<file path="config.mk">
export PLATFORM = sky130hd
export DESIGN_NAME = scht_top
export DESIGN_NICKNAME = d
export VERILOG_FILES = /design/src/hw/scht_pkg.sv /design/src/hw/scht_phase.sv /design/src/hw/scht_top.sv
export SDC_FILE = /design/constraint.sdc
export NUM_CORES = 1
export LEC_CHECK = 0
export ABC_AREA = 1
export BUFFER_PORTS_ARGS = -buffer_cell sky130_fd_sc_hd__buf_2
export CELL_PAD_IN_SITES_DETAIL_PLACEMENT = 1
export CELL_PAD_IN_SITES_GLOBAL_PLACEMENT = 1
export CORE_ASPECT_RATIO = 0.7
export CORE_MARGIN = 2
export CORE_UTILIZATION = 40
export CTS_BUF_LIST = sky130_fd_sc_hd__clkbuf_4 sky130_fd_sc_hd__clkbuf_8 sky130_fd_sc_hd__clkbuf_16
export DETAILED_ROUTE_END_ITERATION = 12
export PLACE_DENSITY = 0.86
export SETUP_SLACK_MARGIN = 0.02
export SKIP_LAST_GASP = 1
export SYNTH_ARGS = -nofsm -noshare
export SYNTH_HDL_FRONTEND = slang
export SYNTH_SLANG_ARGS = --single-unit
export TNS_END_PERCENT = 50
</file>
<file path="constraint.sdc">
create_clock -name core_clk -period 9.5 [get_ports core_clk]
set_input_delay 1.9 -clock core_clk [delete_from_list [all_inputs] [get_ports core_clk]]
set_output_delay 1.9 -clock core_clk [all_outputs]
set_load 0.01 [all_outputs]
</file>
<file path="src/hw/scht_pkg.sv">
package scht_pkg;

    // Core clock period
    localparam int CLK_PERIOD_NS = 8;

    // Off-time grows by one unit per code step, code 0 is one unit
    localparam int OFF_UNIT_NS = 2000;
    localparam int OFF_UNIT_CYC = (OFF_UNIT_NS + CLK_PERIOD_NS - 1) / CLK_PERIOD_NS;

    // Blanking intervals per select code, least times so round up
    localparam int BLANK0_NS = 250;
    localparam int BLANK1_NS = 500;
    localparam int BLANK2_NS = 1000;
    localparam int BLANK3_NS = 2000;
    localparam int BLANK0_CYC = (BLANK0_NS + CLK_PERIOD_NS - 1) / CLK_PERIOD_NS;
    localparam int BLANK1_CYC = (BLANK1_NS + CLK_PERIOD_NS - 1) / CLK_PERIOD_NS;
    localparam int BLANK2_CYC = (BLANK2_NS + CLK_PERIOD_NS - 1) / CLK_PERIOD_NS;
    localparam int BLANK3_CYC = (BLANK3_NS + CLK_PERIOD_NS - 1) / CLK_PERIOD_NS;

    // Chopper counter width, holds 32 off-time units
    localparam int CNT_W = 14;

    // Register byte offsets
    localparam logic [7:0] REG_CFG_ONE = 8'h00;
    localparam logic [7:0] REG_CFG_TWO = 8'h04;
    localparam logic [7:0] REG_STEP = 8'h08;
    localparam logic [7:0] REG_STATUS = 8'h0c;

    // Field positions
    localparam int BLANK_LSB = 0;
    localparam int OFF_LSB = 2;
    localparam int MIX_A_LSB = 0;
    localparam int MIX_B_LSB = 5;
    localparam int STEP_IDX_LSB = 0;
    localparam int STEP_EN_BIT = 8;
    localparam int STAT_A_LSB = 0;
    localparam int STAT_B_LSB = 2;

    // Reset values
    localparam logic [1:0] BLANK_RST = 2'h0;
    localparam logic [4:0] OFF_RST = 5'h00;
    localparam logic [4:0] MIX_RST = 5'h00;
    localparam logic [6:0] STEP_IDX_RST = 7'h39;

    // Sixteenth index 57 sits at zero degrees, so this offset maps index to angle
    localparam logic [6:0] ANGLE_OFS = 7'h07;

    typedef enum logic [1:0] {MODE_HIZ, MODE_DRIVE, MODE_FAST, MODE_SLOW} scht_mode_type;

    typedef struct packed {
        logic [7:0] addr;
        logic [31:0] wdata;
        logic wr;
        logic rd;
    } scht_bus_req_type;

    // Current reference in tenths of a percent of full_scale_current
    typedef struct packed {
        logic hiz;
        logic negative;
        logic [9:0] level;
    } scht_phase_cmd_type;

    // Quarter-wave magnitude, k steps of 5.625 degrees from zero
    function automatic logic [9:0] quarter_level(input logic [4:0] k);
        logic [9:0] v;
        v = 10'h000;
        unique case (k)
            5'h00: v = 10'h000;
            5'h01: v = 10'h062;
            5'h02: v = 10'h0c3;
            5'h03: v = 10'h122;
            5'h04: v = 10'h17f;
            5'h05: v = 10'h1d7;
            5'h06: v = 10'h22c;
            5'h07: v = 10'h27a;
            5'h08: v = 10'h2c3;
            5'h09: v = 10'h305;
            5'h0a: v = 10'h33f;
            5'h0b: v = 10'h372;
            5'h0c: v = 10'h39c;
            5'h0d: v = 10'h3bd;
            5'h0e: v = 10'h3d5;
            5'h0f: v = 10'h3e8;
            default: v = 10'h3e8;
        endcase
        return v;
    endfunction

endpackage

</file>
<file path="src/hw/scht_phase.sv">
`timescale 1ns/1ps
module scht_phase (
    input wire logic core_clk,
    input wire logic srst,
    input wire logic run,
    input wire logic sense_trip,
    input wire logic [scht_pkg::CNT_W-1:0] blank_cyc,
    input wire logic [scht_pkg::CNT_W-1:0] off_cyc,
    input wire logic [scht_pkg::CNT_W-1:0] fast_cyc,
    output scht_pkg::scht_mode_type mode
);
    import scht_pkg::*;

    scht_mode_type mode_reg;
    scht_mode_type mode_next;
    logic [CNT_W-1:0] cnt_reg;
    logic [CNT_W-1:0] cnt_next;

    assign mode = mode_reg;

    // Chopper sequence: drive, blank, trip, fast then slow decay, drive again
    always_comb begin
        mode_next = mode_reg;
        cnt_next = cnt_reg;
        if (!run) begin
            mode_next = MODE_HIZ;
            cnt_next = '0;
        end else begin
            unique case (mode_reg)
                MODE_HIZ: begin
                    mode_next = MODE_DRIVE;
                    cnt_next = '0;
                end
                MODE_DRIVE: begin
                    // Trips inside the blanking window are spikes, not current
                    if (cnt_reg >= blank_cyc && sense_trip) begin
                        mode_next = (fast_cyc != '0) ? MODE_FAST : MODE_SLOW;
                        cnt_next = {{(CNT_W-1){1'b0}}, 1'b1};
                    end else if (cnt_reg < blank_cyc) begin
                        cnt_next = cnt_reg + 1'b1;
                    end
                end
                MODE_FAST, MODE_SLOW: begin
                    // Off phase lasts off_cyc cycles, the first fast_cyc of them fast
                    if (cnt_reg >= off_cyc) begin
                        mode_next = MODE_DRIVE;
                        cnt_next = '0;
                    end else begin
                        cnt_next = cnt_reg + 1'b1;
                        // Once slow, stay slow: a fast count raised mid-period must not restart fast
                        if (mode_reg == MODE_SLOW || cnt_reg >= fast_cyc) begin
                            mode_next = MODE_SLOW;
                        end else begin
                            mode_next = MODE_FAST;
                        end
                    end
                end
            endcase
        end
    end

    // State registers
    always_ff @(posedge core_clk) begin
        if (srst) begin
            mode_reg <= MODE_HIZ;
            cnt_reg <= '0;
        end else begin
            mode_reg <= mode_next;
            cnt_reg <= cnt_next;
        end
    end

    // Helper count of off cycles seen, only the checks read it
    logic [CNT_W-1:0] off_len_reg;
    always_ff @(posedge core_clk) begin
        if (srst) begin
            off_len_reg <= '0;
        end else if (mode_reg == MODE_FAST || mode_reg == MODE_SLOW) begin
            off_len_reg <= off_len_reg + 1'b1;
        end else begin
            off_len_reg <= '0;
        end
    end
endmodule

</file>
<file path="src/hw/scht_top.sv">
// The plain strobed port and the register addresses were decided locally.
`timescale 1ns/1ps
// What this block does
// - In sixteenth-step mode index 63 commands phase A 55.6% and B 83.1%, index 64 commands 63.4% and 77.3%.
// - A two-bit blanking select in config one sets how long the sense comparator is ignored after drive starts.
// - A five-bit off-time code in config one programs the chopping off-time.
// - The off-time is 2 us for code 0, plus 2 us per code step, up to 64 us for code 31.
// - Each phase has its own five-bit decay-mix code in config two setting its share of fast decay.
// - The fast share is the low four bits times 6.25 percent, and any code with the top bit set is all fast.
module scht_top #(
    parameter int OFF_UNIT_CYCLES = scht_pkg::OFF_UNIT_CYC
) (
    input wire logic core_clk,
    input wire logic srst,
    input scht_pkg::scht_bus_req_type bus_req,
    output logic [31:0] rdata,
    input wire logic sense_trip_a,
    input wire logic sense_trip_b,
    output scht_pkg::scht_phase_cmd_type phase_a_cmd,
    output scht_pkg::scht_phase_cmd_type phase_b_cmd,
    output scht_pkg::scht_mode_type phase_a_mode,
    output scht_pkg::scht_mode_type phase_b_mode
);
    import scht_pkg::*;

    // Off-time in cycles from the five-bit code
    function automatic logic [CNT_W-1:0] off_cycles(input logic [4:0] code);
        int total;
        total = (int'(code) + 1) * OFF_UNIT_CYCLES;
        return CNT_W'(total);
    endfunction

    // Fast-decay cycles: sixteenths of the off-time, or all of it
    function automatic logic [CNT_W-1:0] fast_cycles(input logic [CNT_W-1:0] off,
                                                      input logic [4:0] mix);
        logic [CNT_W+3:0] prod;
        prod = {4'h0, off} * {{CNT_W{1'b0}}, mix[3:0]};
        return mix[4] ? off : prod[CNT_W+3:4];
    endfunction

    // Blanking cycles from select code
    function automatic logic [CNT_W-1:0] blank_cycles(input logic [1:0] sel);
        logic [CNT_W-1:0] v;
        v = '0;
        unique case (sel)
            2'h0: v = CNT_W'(BLANK0_CYC);
            2'h1: v = CNT_W'(BLANK1_CYC);
            2'h2: v = CNT_W'(BLANK2_CYC);
            2'h3: v = CNT_W'(BLANK3_CYC);
        endcase
        return v;
    endfunction

    // Signed phase reference from a quarter-wave magnitude
    function automatic scht_phase_cmd_type make_cmd(input logic [4:0] k, input logic neg);
        scht_phase_cmd_type c;
        c.level = quarter_level(k);
        c.negative = neg && (c.level != 10'h000);
        c.hiz = (c.level == 10'h000);
        return c;
    endfunction

    // Software registers
    logic [1:0] blanking_select_reg;
    logic [1:0] blanking_select_next;
    logic [4:0] off_time_code_reg;
    logic [4:0] off_time_code_next;
    logic [4:0] decay_mix_phase_a_reg;
    logic [4:0] decay_mix_phase_a_next;
    logic [4:0] decay_mix_phase_b_reg;
    logic [4:0] decay_mix_phase_b_next;
    logic [6:0] step_index_reg;
    logic [6:0] step_index_next;
    logic step_enable_reg;
    logic step_enable_next;
    logic [31:0] rdata_reg;
    logic [31:0] rdata_next;

    // Derived timing, registered so the chopper sees settled counts
    logic [CNT_W-1:0] blank_cyc_reg;
    logic [CNT_W-1:0] blank_cyc_next;
    logic [CNT_W-1:0] off_cyc_reg;
    logic [CNT_W-1:0] off_cyc_next;
    logic [CNT_W-1:0] fast_a_reg;
    logic [CNT_W-1:0] fast_a_next;
    logic [CNT_W-1:0] fast_b_reg;
    logic [CNT_W-1:0] fast_b_next;

    // Phase references
    scht_phase_cmd_type cmd_a_reg;
    scht_phase_cmd_type cmd_a_next;
    scht_phase_cmd_type cmd_b_reg;
    scht_phase_cmd_type cmd_b_next;

    scht_mode_type mode_a;
    scht_mode_type mode_b;

    logic [5:0] angle;
    logic [1:0] quadrant;
    logic [4:0] k_lo;
    logic [4:0] k_hi;

    assign rdata = rdata_reg;
    assign phase_a_cmd = cmd_a_reg;
    assign phase_b_cmd = cmd_b_reg;
    assign phase_a_mode = mode_a;
    assign phase_b_mode = mode_b;

    // Register writes and read data; unmapped reads return zero
    always_comb begin
        blanking_select_next = blanking_select_reg;
        off_time_code_next = off_time_code_reg;
        decay_mix_phase_a_next = decay_mix_phase_a_reg;
        decay_mix_phase_b_next = decay_mix_phase_b_reg;
        step_index_next = step_index_reg;
        step_enable_next = step_enable_reg;
        rdata_next = 32'h0000_0000;
        if (bus_req.wr) begin
            unique case (bus_req.addr)
                REG_CFG_ONE: begin
                    blanking_select_next = bus_req.wdata[BLANK_LSB +: 2];
                    off_time_code_next = bus_req.wdata[OFF_LSB +: 5];
                end
                REG_CFG_TWO: begin
                    decay_mix_phase_a_next = bus_req.wdata[MIX_A_LSB +: 5];
                    decay_mix_phase_b_next = bus_req.wdata[MIX_B_LSB +: 5];
                end
                REG_STEP: begin
                    step_index_next = bus_req.wdata[STEP_IDX_LSB +: 7];
                    step_enable_next = bus_req.wdata[STEP_EN_BIT];
                end
                default: begin
                end
            endcase
        end
        if (bus_req.rd) begin
            unique case (bus_req.addr)
                REG_CFG_ONE: begin
                    rdata_next[BLANK_LSB +: 2] = blanking_select_reg;
                    rdata_next[OFF_LSB +: 5] = off_time_code_reg;
                end
                REG_CFG_TWO: begin
                    rdata_next[MIX_A_LSB +: 5] = decay_mix_phase_a_reg;
                    rdata_next[MIX_B_LSB +: 5] = decay_mix_phase_b_reg;
                end
                REG_STEP: begin
                    rdata_next[STEP_IDX_LSB +: 7] = step_index_reg;
                    rdata_next[STEP_EN_BIT] = step_enable_reg;
                end
                REG_STATUS: begin
                    rdata_next[STAT_A_LSB +: 2] = mode_a;
                    rdata_next[STAT_B_LSB +: 2] = mode_b;
                end
                default: begin
                end
            endcase
        end
    end

    // Register bank
    always_ff @(posedge core_clk) begin
        if (srst) begin
            blanking_select_reg <= BLANK_RST;
            off_time_code_reg <= OFF_RST;
            decay_mix_phase_a_reg <= MIX_RST;
            decay_mix_phase_b_reg <= MIX_RST;
            step_index_reg <= STEP_IDX_RST;
            step_enable_reg <= 1'b0;
            rdata_reg <= 32'h0000_0000;
        end else begin
            blanking_select_reg <= blanking_select_next;
            off_time_code_reg <= off_time_code_next;
            decay_mix_phase_a_reg <= decay_mix_phase_a_next;
            decay_mix_phase_b_reg <= decay_mix_phase_b_next;
            step_index_reg <= step_index_next;
            step_enable_reg <= step_enable_next;
            rdata_reg <= rdata_next;
        end
    end

    // Index to angle: index 57 is zero degrees, 64 entries per turn
    assign angle = 6'(step_index_reg + ANGLE_OFS);
    assign quadrant = angle[5:4];
    assign k_lo = {1'b0, angle[3:0]};
    assign k_hi = 5'h10 - k_lo;

    // Sine to phase A and cosine to phase B, by quadrant symmetry
    always_comb begin
        cmd_a_next = make_cmd(k_lo, 1'b0);
        cmd_b_next = make_cmd(k_hi, 1'b0);
        unique case (quadrant)
            2'h0: begin
                cmd_a_next = make_cmd(k_lo, 1'b0);
                cmd_b_next = make_cmd(k_hi, 1'b0);
            end
            2'h1: begin
                cmd_a_next = make_cmd(k_hi, 1'b0);
                cmd_b_next = make_cmd(k_lo, 1'b1);
            end
            2'h2: begin
                cmd_a_next = make_cmd(k_lo, 1'b1);
                cmd_b_next = make_cmd(k_hi, 1'b1);
            end
            2'h3: begin
                cmd_a_next = make_cmd(k_hi, 1'b1);
                cmd_b_next = make_cmd(k_lo, 1'b0);
            end
        endcase
        blank_cyc_next = blank_cycles(blanking_select_reg);
        off_cyc_next = off_cycles(off_time_code_reg);
        fast_a_next = fast_cycles(off_cyc_reg, decay_mix_phase_a_reg);
        fast_b_next = fast_cycles(off_cyc_reg, decay_mix_phase_b_reg);
    end

    // Derived values; one cycle behind the registers, the fast counts two behind the off-time code via off_cyc_reg, fine at chopper rates
    always_ff @(posedge core_clk) begin
        if (srst) begin
            cmd_a_reg <= '0;
            cmd_b_reg <= '0;
            // Decoded reset values, so the counts agree with the fields from the first edge
            blank_cyc_reg <= blank_cycles(BLANK_RST);
            off_cyc_reg <= off_cycles(OFF_RST);
            fast_a_reg <= '0;
            fast_b_reg <= '0;
        end else begin
            cmd_a_reg <= cmd_a_next;
            cmd_b_reg <= cmd_b_next;
            blank_cyc_reg <= blank_cyc_next;
            off_cyc_reg <= off_cyc_next;
            fast_a_reg <= fast_a_next;
            fast_b_reg <= fast_b_next;
        end
    end

    // A phase at zero current floats and does not chop
    scht_phase u_phase_a (
        .core_clk(core_clk),
        .srst(srst),
        .run(step_enable_reg && !cmd_a_reg.hiz),
        .sense_trip(sense_trip_a),
        .blank_cyc(blank_cyc_reg),
        .off_cyc(off_cyc_reg),
        .fast_cyc(fast_a_reg),
        .mode(mode_a)
    );

    scht_phase u_phase_b (
        .core_clk(core_clk),
        .srst(srst),
        .run(step_enable_reg && !cmd_b_reg.hiz),
        .sense_trip(sense_trip_b),
        .blank_cyc(blank_cyc_reg),
        .off_cyc(off_cyc_reg),
        .fast_cyc(fast_b_reg),
        .mode(mode_b)
    );
endmodule

</file>
==> results.txt, run 1 <==
Across the routed clock network, the largest skew measured is 14.5 ps. The tool flagged a number of max-cap violations equal to 0. The proportion of netlist area held by the largest area contributor is 0.220, and the via count of the first global-routing pass is 12,500. At the pin with the least slew margin, the transition time is 1030 ps.

For this run, the leading register cell type out of synthesis is sky130_fd_sc_hd__dfxtp_1. The number of setup buffers added after CTS is 0. The first detailed-routing pass ran for 5 iterations. Power density of the placed cells: 97.1 nW/µm². The xor-xnor portion of the synthesized cell area came out at 0.0239. The flow ran to the end, and the final reports show no timing, DRC or antenna violations.

After global routing the overflow that remains totals 0. After detailed routing, the average wire length per cell comes to 17.2 µm. By area the synthesized netlist is led by sky130_fd_sc_hd__dfxtp_1 22%, sky130_fd_sc_hd__ha_1 14%, sky130_fd_sc_hd__inv_1 12%, sky130_fd_sc_hd__nand2_1 11%, sky130_fd_sc_hd__fa_1 9.0%.

The worst setup path is launched from a register. The clock passes through at most 2 buffers. The floorplan step defined a die boundary enclosing 32,600 µm². For the number of instances in the synthesized netlist, the log shows 1,827. Multiplexer share of the synthesized area: 0. The final critical delay including setup and external delays works out to 4420 ps.

The insertion delay of the later-clocked pin in the worst-skew pair came out at 460 ps. Counting the buffers created by CTS gives 17. The Yosys step of the flow raised 0 warnings.

The average instance in the mapped netlist occupies 6.82 µm². The critical path class is reg2reg. The total number of placement rows came out at 54.

The tools report the maximum number of pins on one net before global-route repair as 50. The analysis attributes to cell leakage a power of 7.48 nW. The tools report the initial antenna violation count as 0.

The first global-routing pass estimated 64,300 µm of wire. Relative to the synthesized area, the layout overhead comes to 9.12%. Before CTS, the worst setup slack after placement is 5090 ps. In this run the cell area of the synthesized design comes to 12,500 µm².

The post-synthesis cell type with the largest combined area is sky130_fd_sc_hd__dfxtp_1. The I/O pin count was 106; the clock sink count was 137. The final layout contains routed wiring with a total length of 39,400 µm. The via count is 12,100.

The commonest cells after synthesis are 387 x sky130_fd_sc_hd__inv_1, 375 x sky130_fd_sc_hd__nand2_1, 143 x sky130_fd_sc_hd__ha_1, 137 x sky130_fd_sc_hd__dfxtp_1, 136 x sky130_fd_sc_hd__a21oi_1. The number of distinct library cells after synthesis was 51. Once detail routing completed, the nets flagged for antenna violations numbered 0. TritonCTS built the clock tree.

Number of storage elements in the synthesis netlist: 137. The cell sitting at the root of the clock tree is a sky130_fd_sc_hd__clkbuf_16. The final non-filler cell total was 2,293. Setup violations remaining at the end of the flow were counted as 0. The most instantiated library cell after synthesis was sky130_fd_sc_hd__inv_1. The minimum setup slack in the final design was 5080 ps. The total global-route track usage is 0.250.

By area, the combinational part of the netlist is dominated by simple AND/OR/NAND/NOR gates. Of all nets on the critical path, the largest fanout is 12. The final critical-path share of the clock period is 0.465, and the routability congestion estimate is 0.903. The tools report the endpoint of the lowest-slack register-to-register path as off_cyc_reg[12].

After clock tree synthesis, the flow added hold-fix buffers numbering 0. The destination of the worst hold path was rdata[8]. Required time of the worst setup path: 9890 ps.

Share of synthesized cell area in and, or, nand and nor gates: 0.239. The arrival time of the worst setup path was 4810 ps; the accumulated negative setup slack was 0 ps. The total DRC errors in the routed layout was 0. The worst slew slack as a fraction of its limit was 0.310; the number of synthesized flops with an enable pin was 0. The peak clock frequency supported by timing is 0.226 GHz, and the cell count of the worst reg-to-reg path is 16. After clock tree synthesis, the clock-pin slew on the worst setup and hold paths is 70 ps. Kind of path behind the tightest hold check: reg2reg.

The tools report the final design utilization as 0.440. Setup slack on the worst reg-to-reg path comes out at 5080 ps. The async set-reset flop share out of synthesis is 0, and the violation count after the first detailed-route iteration is 659. The starting density of the core is 0.403. The fraction of the mapped netlist area in adder cells was 0.233.

The sequential cell area fraction in the yosys report was 0.220; the share of cells above drive strength 1 was 0.0726. The floorplan step set the die height to 152 µm. During placement, the flow inserted port buffers numbering 61. Overall power consumption after layout is estimated at 1.32 mW. The width of the die came out at 215 µm.

For the peak supply drop, the log shows 0.0993 mV. The run gives 0 as the number of failing hold endpoints at the final stage. The number of antenna diodes in the final layout is 0. The tools report the half-perimeter wire length of the detailed placement result as 30,700 µm.

The area of placed instances is 13,000 µm². The fraction of the mapped netlist area in compound gates was 0.135. Gates resized during post-CTS repair numbered 0. The run gives 0 as the number of max-slew violations in the final report. Setup repair after global routing left no endpoint under its margin. The cell depth of the worst hold path is 2, and the level count of the clock H-tree is 4.

The via density per instance was 5.27; the number of nets in the layout was 2,105. In this run, placement finished with an instance count of 2,261. After routing the design area is 13,600 µm². Endpoint kind of the worst setup timing path: a register. Hold timing on the final database bottoms out at a slack of 546 ps.

The tools report the start point of the worst min-delay path as step_enable_reg. Launch instance of the worst register-to-register path: off_time_code_reg[0]. The core region is 30,900 µm².
cell families after synthesis:
logic type,Yosys count
AND/OR/NAND/NOR,689
XOR/XNOR,34
flip-flops,137
AO/OA/AOI/OAI,305
adder cells (fa/ha/maj),199
buffers and inverters,462
other,1
metal layers:
metal / global-route usage / vias up / share of wire
li1: - / 5783 / -
met1: 0.332 / 5916 / 0.47
met2: 0.419 / 311 / 0.45
met3: 0.0423 / 67 / 0.053
met4: 0.0724 / 0 / 0.021
met5: 0 / - / 0
critical path, cell delays in order, from the launching register on:
cell and delay [ps]:
sky130_fd_sc_hd__dfxtp_1 600, sky130_fd_sc_hd__ha_1 250, sky130_fd_sc_hd__nand2_1 60, sky130_fd_sc_hd__inv_1 80, sky130_fd_sc_hd__nand2_1 80, sky130_fd_sc_hd__xor2_1 300
sky130_fd_sc_hd__inv_1 130, sky130_fd_sc_hd__fa_1 570, sky130_fd_sc_hd__inv_1 110, sky130_fd_sc_hd__fa_1 500, sky130_fd_sc_hd__fa_1 540, sky130_fd_sc_hd__inv_1 40
sky130_fd_sc_hd__ha_1 380, sky130_fd_sc_hd__a21oi_1 100, sky130_fd_sc_hd__o311ai_0 360, sky130_fd_sc_hd__o21ai_0 130, sky130_fd_sc_hd__a21oi_1 120
final cells by class:
type | count | area (µm²)
inverter | 392 | 1470
clock buffer | 17 | 425
sequential | 137 | 2740
multi-input combinational | 1249 | 7950
timing repair buffer | 63 | 320
fill | 4096 | 17300
clock inverter | 15 | 170
tap | 420 | 526
worst max path at each step:
| stage | from | endpoint | slack (ps) | depth (start not counted) |
|---|---|---|---|---|
| 2_1_floorplan | off_time_code_reg[1] | off_cyc_reg[12] | 5630 | 16 |
| 3_3_place_gp | off_time_code_reg[0] | off_cyc_reg[12] | 5170 | 16 |
| 3_5_place_dp | off_time_code_reg[0] | off_cyc_reg[12] | 5090 | 16 |
| 4_1_cts | off_time_code_reg[0] | off_cyc_reg[12] | 5080 | 16 |
| 5_1_grt | off_time_code_reg[0] | off_cyc_reg[12] | 4600 | 16 |
| 6_report | off_time_code_reg[0] | off_cyc_reg[12] | 5080 | 16 |
cell usage in the layout (no fill, tap or decap), drive strengths merged, types with 3 or more instances in the layout:
cell type  netlist  final
nor2           140    140
inv            390    401
a31oi            3      3
or2              6      6
o21bai           5      5
o21ai          114    114
fa              56     56
o21a             3      3
conb             1     22
nor4             9      9
xnor2            8      8
dfxtp          137    137
clkinv           2      5
xor2            26     26
nand2          387    387
o211ai          10     10
ha             143    143
a21oi          138    138
a211oi          10     10
nand3           96     96
buf             34     63
a221oi           3      3
nor3            28     28
a21o             8      8
clkbuf          36     17
nand4           20     20
o22ai            6      6
power breakdown:
| group | switching (mW) | internal (mW) |
|---|---|---|
| Clock | 0.312 | 0.375 |
| Sequential | 0.00342 | 0.578 |
| Combinational | 0.0368 | 0.0155 |
| Total | 0.353 | 0.968 |
Note: power is estimated with default switching activity, not from simulation.
==> run 2, diff against run 1 <==
--- a/config.mk
+++ b/config.mk
@@ -5,7 +5,7 @@
 export SDC_FILE = /design/constraint.sdc
 export NUM_CORES = 1
 export LEC_CHECK = 0
-export ABC_AREA = 1
+export ABC_AREA = 0
 export BUFFER_PORTS_ARGS = -buffer_cell sky130_fd_sc_hd__buf_2
 export CELL_PAD_IN_SITES_DETAIL_PLACEMENT = 1
 export CELL_PAD_IN_SITES_GLOBAL_PLACEMENT = 1
@@ -14,7 +14,7 @@
 export CORE_UTILIZATION = 40
 export CTS_BUF_LIST = sky130_fd_sc_hd__clkbuf_4 sky130_fd_sc_hd__clkbuf_8 sky130_fd_sc_hd__clkbuf_16
 export DETAILED_ROUTE_END_ITERATION = 12
-export PLACE_DENSITY = 0.86
+export PLACE_DENSITY = 0.83
 export SETUP_SLACK_MARGIN = 0.02
 export SKIP_LAST_GASP = 1
 export SYNTH_ARGS = -nofsm -noshare
==> constraint.sdc (replaced) <==
create_clock -name core_clk -period 4.07 [get_ports core_clk]
set_input_delay 0.814 -clock core_clk [delete_from_list [all_inputs] [get_ports core_clk]]
set_output_delay 0.814 -clock core_clk [all_outputs]
set_load 0.01 [all_outputs]
==> run 2 against run 1 <==
Compared with the run above: wire length fell by 6.2%; clock power rose by 130%; synthesized cell count fell by 19%; via count fell by 12%; critical endpoint is now off_cyc_reg[13].
==> results.txt, run 2 <==
The run finished with clean final reports. Measured slew at the worst slew-check pin: 1130 ps (+96.7 ps). Leaving out fill and tap cells, the most frequent cell in the layout is sky130_fd_sc_hd__inv_1. The post-route total power is 3.07 mW (+130%).

In this run the clock root is driven by a sky130_fd_sc_hd__clkbuf_16. The run gives 0.230 mV (+130%) as the peak supply drop. The cell class contributing the biggest share of worst-path delay was adder cells. The CTS clock-pin slew for the worst setup and hold paths is 60 ps (about the same). The peak clock frequency supported by timing is 0.247 GHz (+9.3%), and the area of the multi-input gates is 8380 µm² (+5.4%). The total of fill cells in the finished design came out at 3,502 (-15%). The fraction of the mapped netlist area in adder cells was 0.243 (+0.00984). The tools report the endpoint of the lowest-slack register-to-register path as off_cyc_reg[13]. The share of synthesized cell area in and, or, nand and nor gates is 0.215 (-0.0232). The logs give 470 ps (about the same) for the insertion delay of the later-clocked pin in the worst-skew pair and 137 (unchanged) for the clock sink count.

The number of nets in the layout came out at 1,774 (-16%). The final critical-path share of the clock period was 0.993 (+0.528); the number of synthesized flops with an enable pin was 0 (unchanged). The launch instance of the worst register-to-register path was off_time_code_reg[0]. The arrival time of the worst setup path is 4380 ps (-430 ps), and the number of maximum-capacitance violations is 0 (unchanged). The number of distinct library cells after synthesis was 74 (+45%). The tools report the area of placed instances as 12,700 µm² (-2.2%). Number of max-slew violations in the final report: 0 (unchanged). The half-perimeter wire length of the detailed placement result came out at 28,100 µm (-8.2%). Final critical delay including setup and external delays: 4040 ps (-377 ps). The fraction of the mapped netlist area in compound gates was 0.145 (+0.00988); the pre-CTS setup slack was -177 ps (-5270 ps).

The run gives 11,200 (-10%) as the via count of the first global-routing pass. For the number of setup violations in the final report, the log shows 0 (unchanged). The post-route antenna net violation count was 0 (unchanged). The count of antenna diodes in the layout was 0 (unchanged); the initial antenna violation count was 2 (+2). The tools report the area of the placeable core as 29,100 µm² (-5.8%). The async set-reset flop share out of synthesis is 0 (unchanged), and the count of TritonRoute iterations in the first routing pass is 5 (unchanged).

Power density of the placed cells: 227 nW/µm² (+130%). Via density per instance: 5.55 (+5.4%). The logs give 0.229 (+0.00927) for the sequential cell area fraction in the yosys report and 751 (+14%) for the violation count after the first detailed-route iteration. The width of the die came out at 211 µm (-2.0%). The worst slew slack as a fraction of its limit was 0.242 (-0.0673); the minimum setup slack in the final design was 29.3 ps (-5050 ps). The tools report the die area as 31,300 µm² (-4.0%).

The required time of the worst setup path was 4410 ps (-5480 ps). The via count is 10,700 (-12%). The endpoint kind of the worst setup timing path was a register. Accumulated negative setup slack: 0 ps (unchanged).

Setup repair after global routing could not meet its margin everywhere. The share of cells above drive strength 1 is 0.126 (+0.0538), and the multiplexer share of the synthesized area is 0.0271 (+0.0271). The tools report the end point of the critical path as off_cyc_reg[13]. The total number of placement rows was 52 (-3.7%); the proportion of netlist area held by the largest area contributor was 0.229 (+0.00927).

The worst setup path is launched from a register. The slowest stage of the critical path belongs to the cell sky130_fd_sc_hd__fa_1. The run gives 0 (unchanged) as the residual overflow from global routing. The global-route wire length before repair was 59,300 µm (-7.8%); the xor-xnor portion of the synthesized cell area was 0.0469 (+0.0230). The tools report the area taken by flip-flops and latches as 2760 µm² (+0.73%).

The number of storage elements in the synthesis netlist is 137 (unchanged). By area, the combinational part of the netlist is dominated by adder cells. The total DRC errors in the routed layout came out at 0 (unchanged). The total clock buffers created by CTS is 17 (unchanged), and the mean cell area of the mapped netlist is 8.12 µm² (+19%).

The I/O pin count came out at 106 (unchanged). Traced cell by cell, the critical path runs through inv_1 > ha_1 > inv_2 > ha_4 > xnor2_4 > ha_1 > inv_1 > fa_1 > inv_1 > ha_1 > fa_2 > a21o_1 > a21oi_2 > nor2b_1 > o21a_1 > o41ai_2 > xnor2_1 > nor2_1. The total number of cells along the worst setup path works out to 18 (+2). Ranked by total cell area, the synthesized netlist is headed by sky130_fd_sc_hd__dfxtp_1 23%, sky130_fd_sc_hd__ha_1 15%, sky130_fd_sc_hd__fa_1 9.4%, sky130_fd_sc_hd__inv_1 5.6%, sky130_fd_sc_hd__nor2_1 4.4%. The buffers plus inverters on the worst setup path works out to 4 (unchanged). The final non-filler cell total is 1,920 (-16%), and the post-layout instance area is 13,500 µm² (-0.47%). The run gives 37,000 µm (-6.2%) as the detailed-route wire length. The largest stage delay on the critical path is 550 ps (-50 ps). The maximum root-to-sink buffer count was 2 (unchanged); the post-synth design cell area was 12,000 µm² (-4.0%).

The run gives 0.850 (-5.9%) as the routability congestion estimate. Kind of path behind the tightest hold check: reg2reg. The cell count after placement came out at 1,885 (-17%). For the worst-case hold slack, the log shows 514 ps (-32.3 ps). The total global-route track usage came out at 0.241 (-0.00860).

The run gives 0 (unchanged) as the total of warnings raised by yosys. The tools report the timing startpoint of the critical path as off_time_code_reg[0]. In the layout the commonest cells are 178 x sky130_fd_sc_hd__inv_1, 140 x sky130_fd_sc_hd__nor2_1, 139 x sky130_fd_sc_hd__ha_1. The most used flip-flop cell after synthesis is sky130_fd_sc_hd__dfxtp_1. The count of buffers from port buffering is 61 (unchanged).

The worst setup path is of the reg2reg kind. Cell count of the worst reg-to-reg path: 18 (+2). Routed length per placed instance: 19.3 µm (+12%). The logs give 6.12 nW (-18%) for the static leakage and 1,473 (-19%) for the number of instances in the synthesized netlist.

The chip height was 149 µm (-2.0%); the setup slack on the worst flop-to-flop path was 30 ps (-5050 ps). Largest fanout on the critical path: 4 (-8). The worst clock skew was 10.6 ps (-3.91 ps); the area added between synthesis and finish was 13.2%. The number of failing hold endpoints at the final stage came out at 0 (unchanged). Most instantiated library cell after synthesis: sky130_fd_sc_hd__inv_1. In the synthesized netlist, the cells that appear most often are 180 x sky130_fd_sc_hd__inv_1, 143 x sky130_fd_sc_hd__ha_1, 140 x sky130_fd_sc_hd__nor2_1, 137 x sky130_fd_sc_hd__dfxtp_1, 124 x sky130_fd_sc_hd__nand2_1. The run gives 4 (unchanged) as the level count of the clock H-tree.

Starting density of the core: 0.410 (+0.00754). The run gives 59 (+18%) as the maximum number of pins on one net before global-route repair. The largest total area in the synthesized netlist belongs to sky130_fd_sc_hd__dfxtp_1.

The tools report the final design utilization as 0.465 (+0.0249). TritonCTS built the clock tree.
==> run 2: timing repair <==
action                                  4_1_cts  5_1_grt
gates resized for setup                      10       29
buffers inserted                              0        3
pin swaps                                     0       10
hold endpoints to repair                      0        0
endpoints found under the setup margin        3        7
hold buffers                                  0        0
==> run 2: final cells by class <==
class / instances / area share
Tap cell: 378 / 0.0349
Clock inverter: 15 / 0.0122
Inverter: 180 / 0.0499
Sequential cell: 137 / 0.204
Timing Repair Buffer: 106 / 0.0486
Clock buffer: 17 / 0.0314
Multi-Input combinational cell: 1087 / 0.619
==> run 2: logic make-up (layout without fill, tap and decap cells) <==
logic type | count (synthesis) | in the layout
XOR/XNOR | 64 | 64
other | 1 | 22
multiplexers | 27 | 27
AO/OA/AOI/OAI | 261 | 261
AND/OR/NAND/NOR | 514 | 514
adder cells (fa/ha/maj) | 199 | 199
flip-flops | 137 | 137
buffers and inverters | 270 | 318
==> run 2: power by group <==
group	internal, mW	switching [mW]	leakage, nW
Sequential	1.34	0.00372	1.11
Clock	0.914	0.700	0.289
Combinational	0.0365	0.0727	4.72
==> run 2: worst min path at each step <==
stage | end | start | cells after the start | slack, ps
final | step_index_reg[6] | step_index_reg[6] | 2 | 510
after global routing | rdata[8] | step_enable_reg | 2 | 550
after CTS | rdata[8] | step_enable_reg | 2 | 520
after detailed placement | decay_mix_phase_a_reg[4] | decay_mix_phase_a_reg[4] | 2 | 490
after global placement | decay_mix_phase_a_reg[4] | decay_mix_phase_a_reg[4] | 2 | 460
after floorplan | fast_a_reg[4] | off_cyc_reg[4] | 2 | 450
==> run 2: routing by layer <==
layer	share of wire	track usage	up-vias
li1	-	-	5032
met1	0.46	0.326	5290
met2	0.46	0.385	281
met3	0.061	0.0572	52
met4	0.016	0.0665	0
met5	0	0	-
==> run 2: worst min-delay path: cells and delay by family (launching register included) <==
kind	cells	cell delay (ps)
flip-flops	1	330
multiplexers	1	70
AND/OR/NAND/NOR	1	80
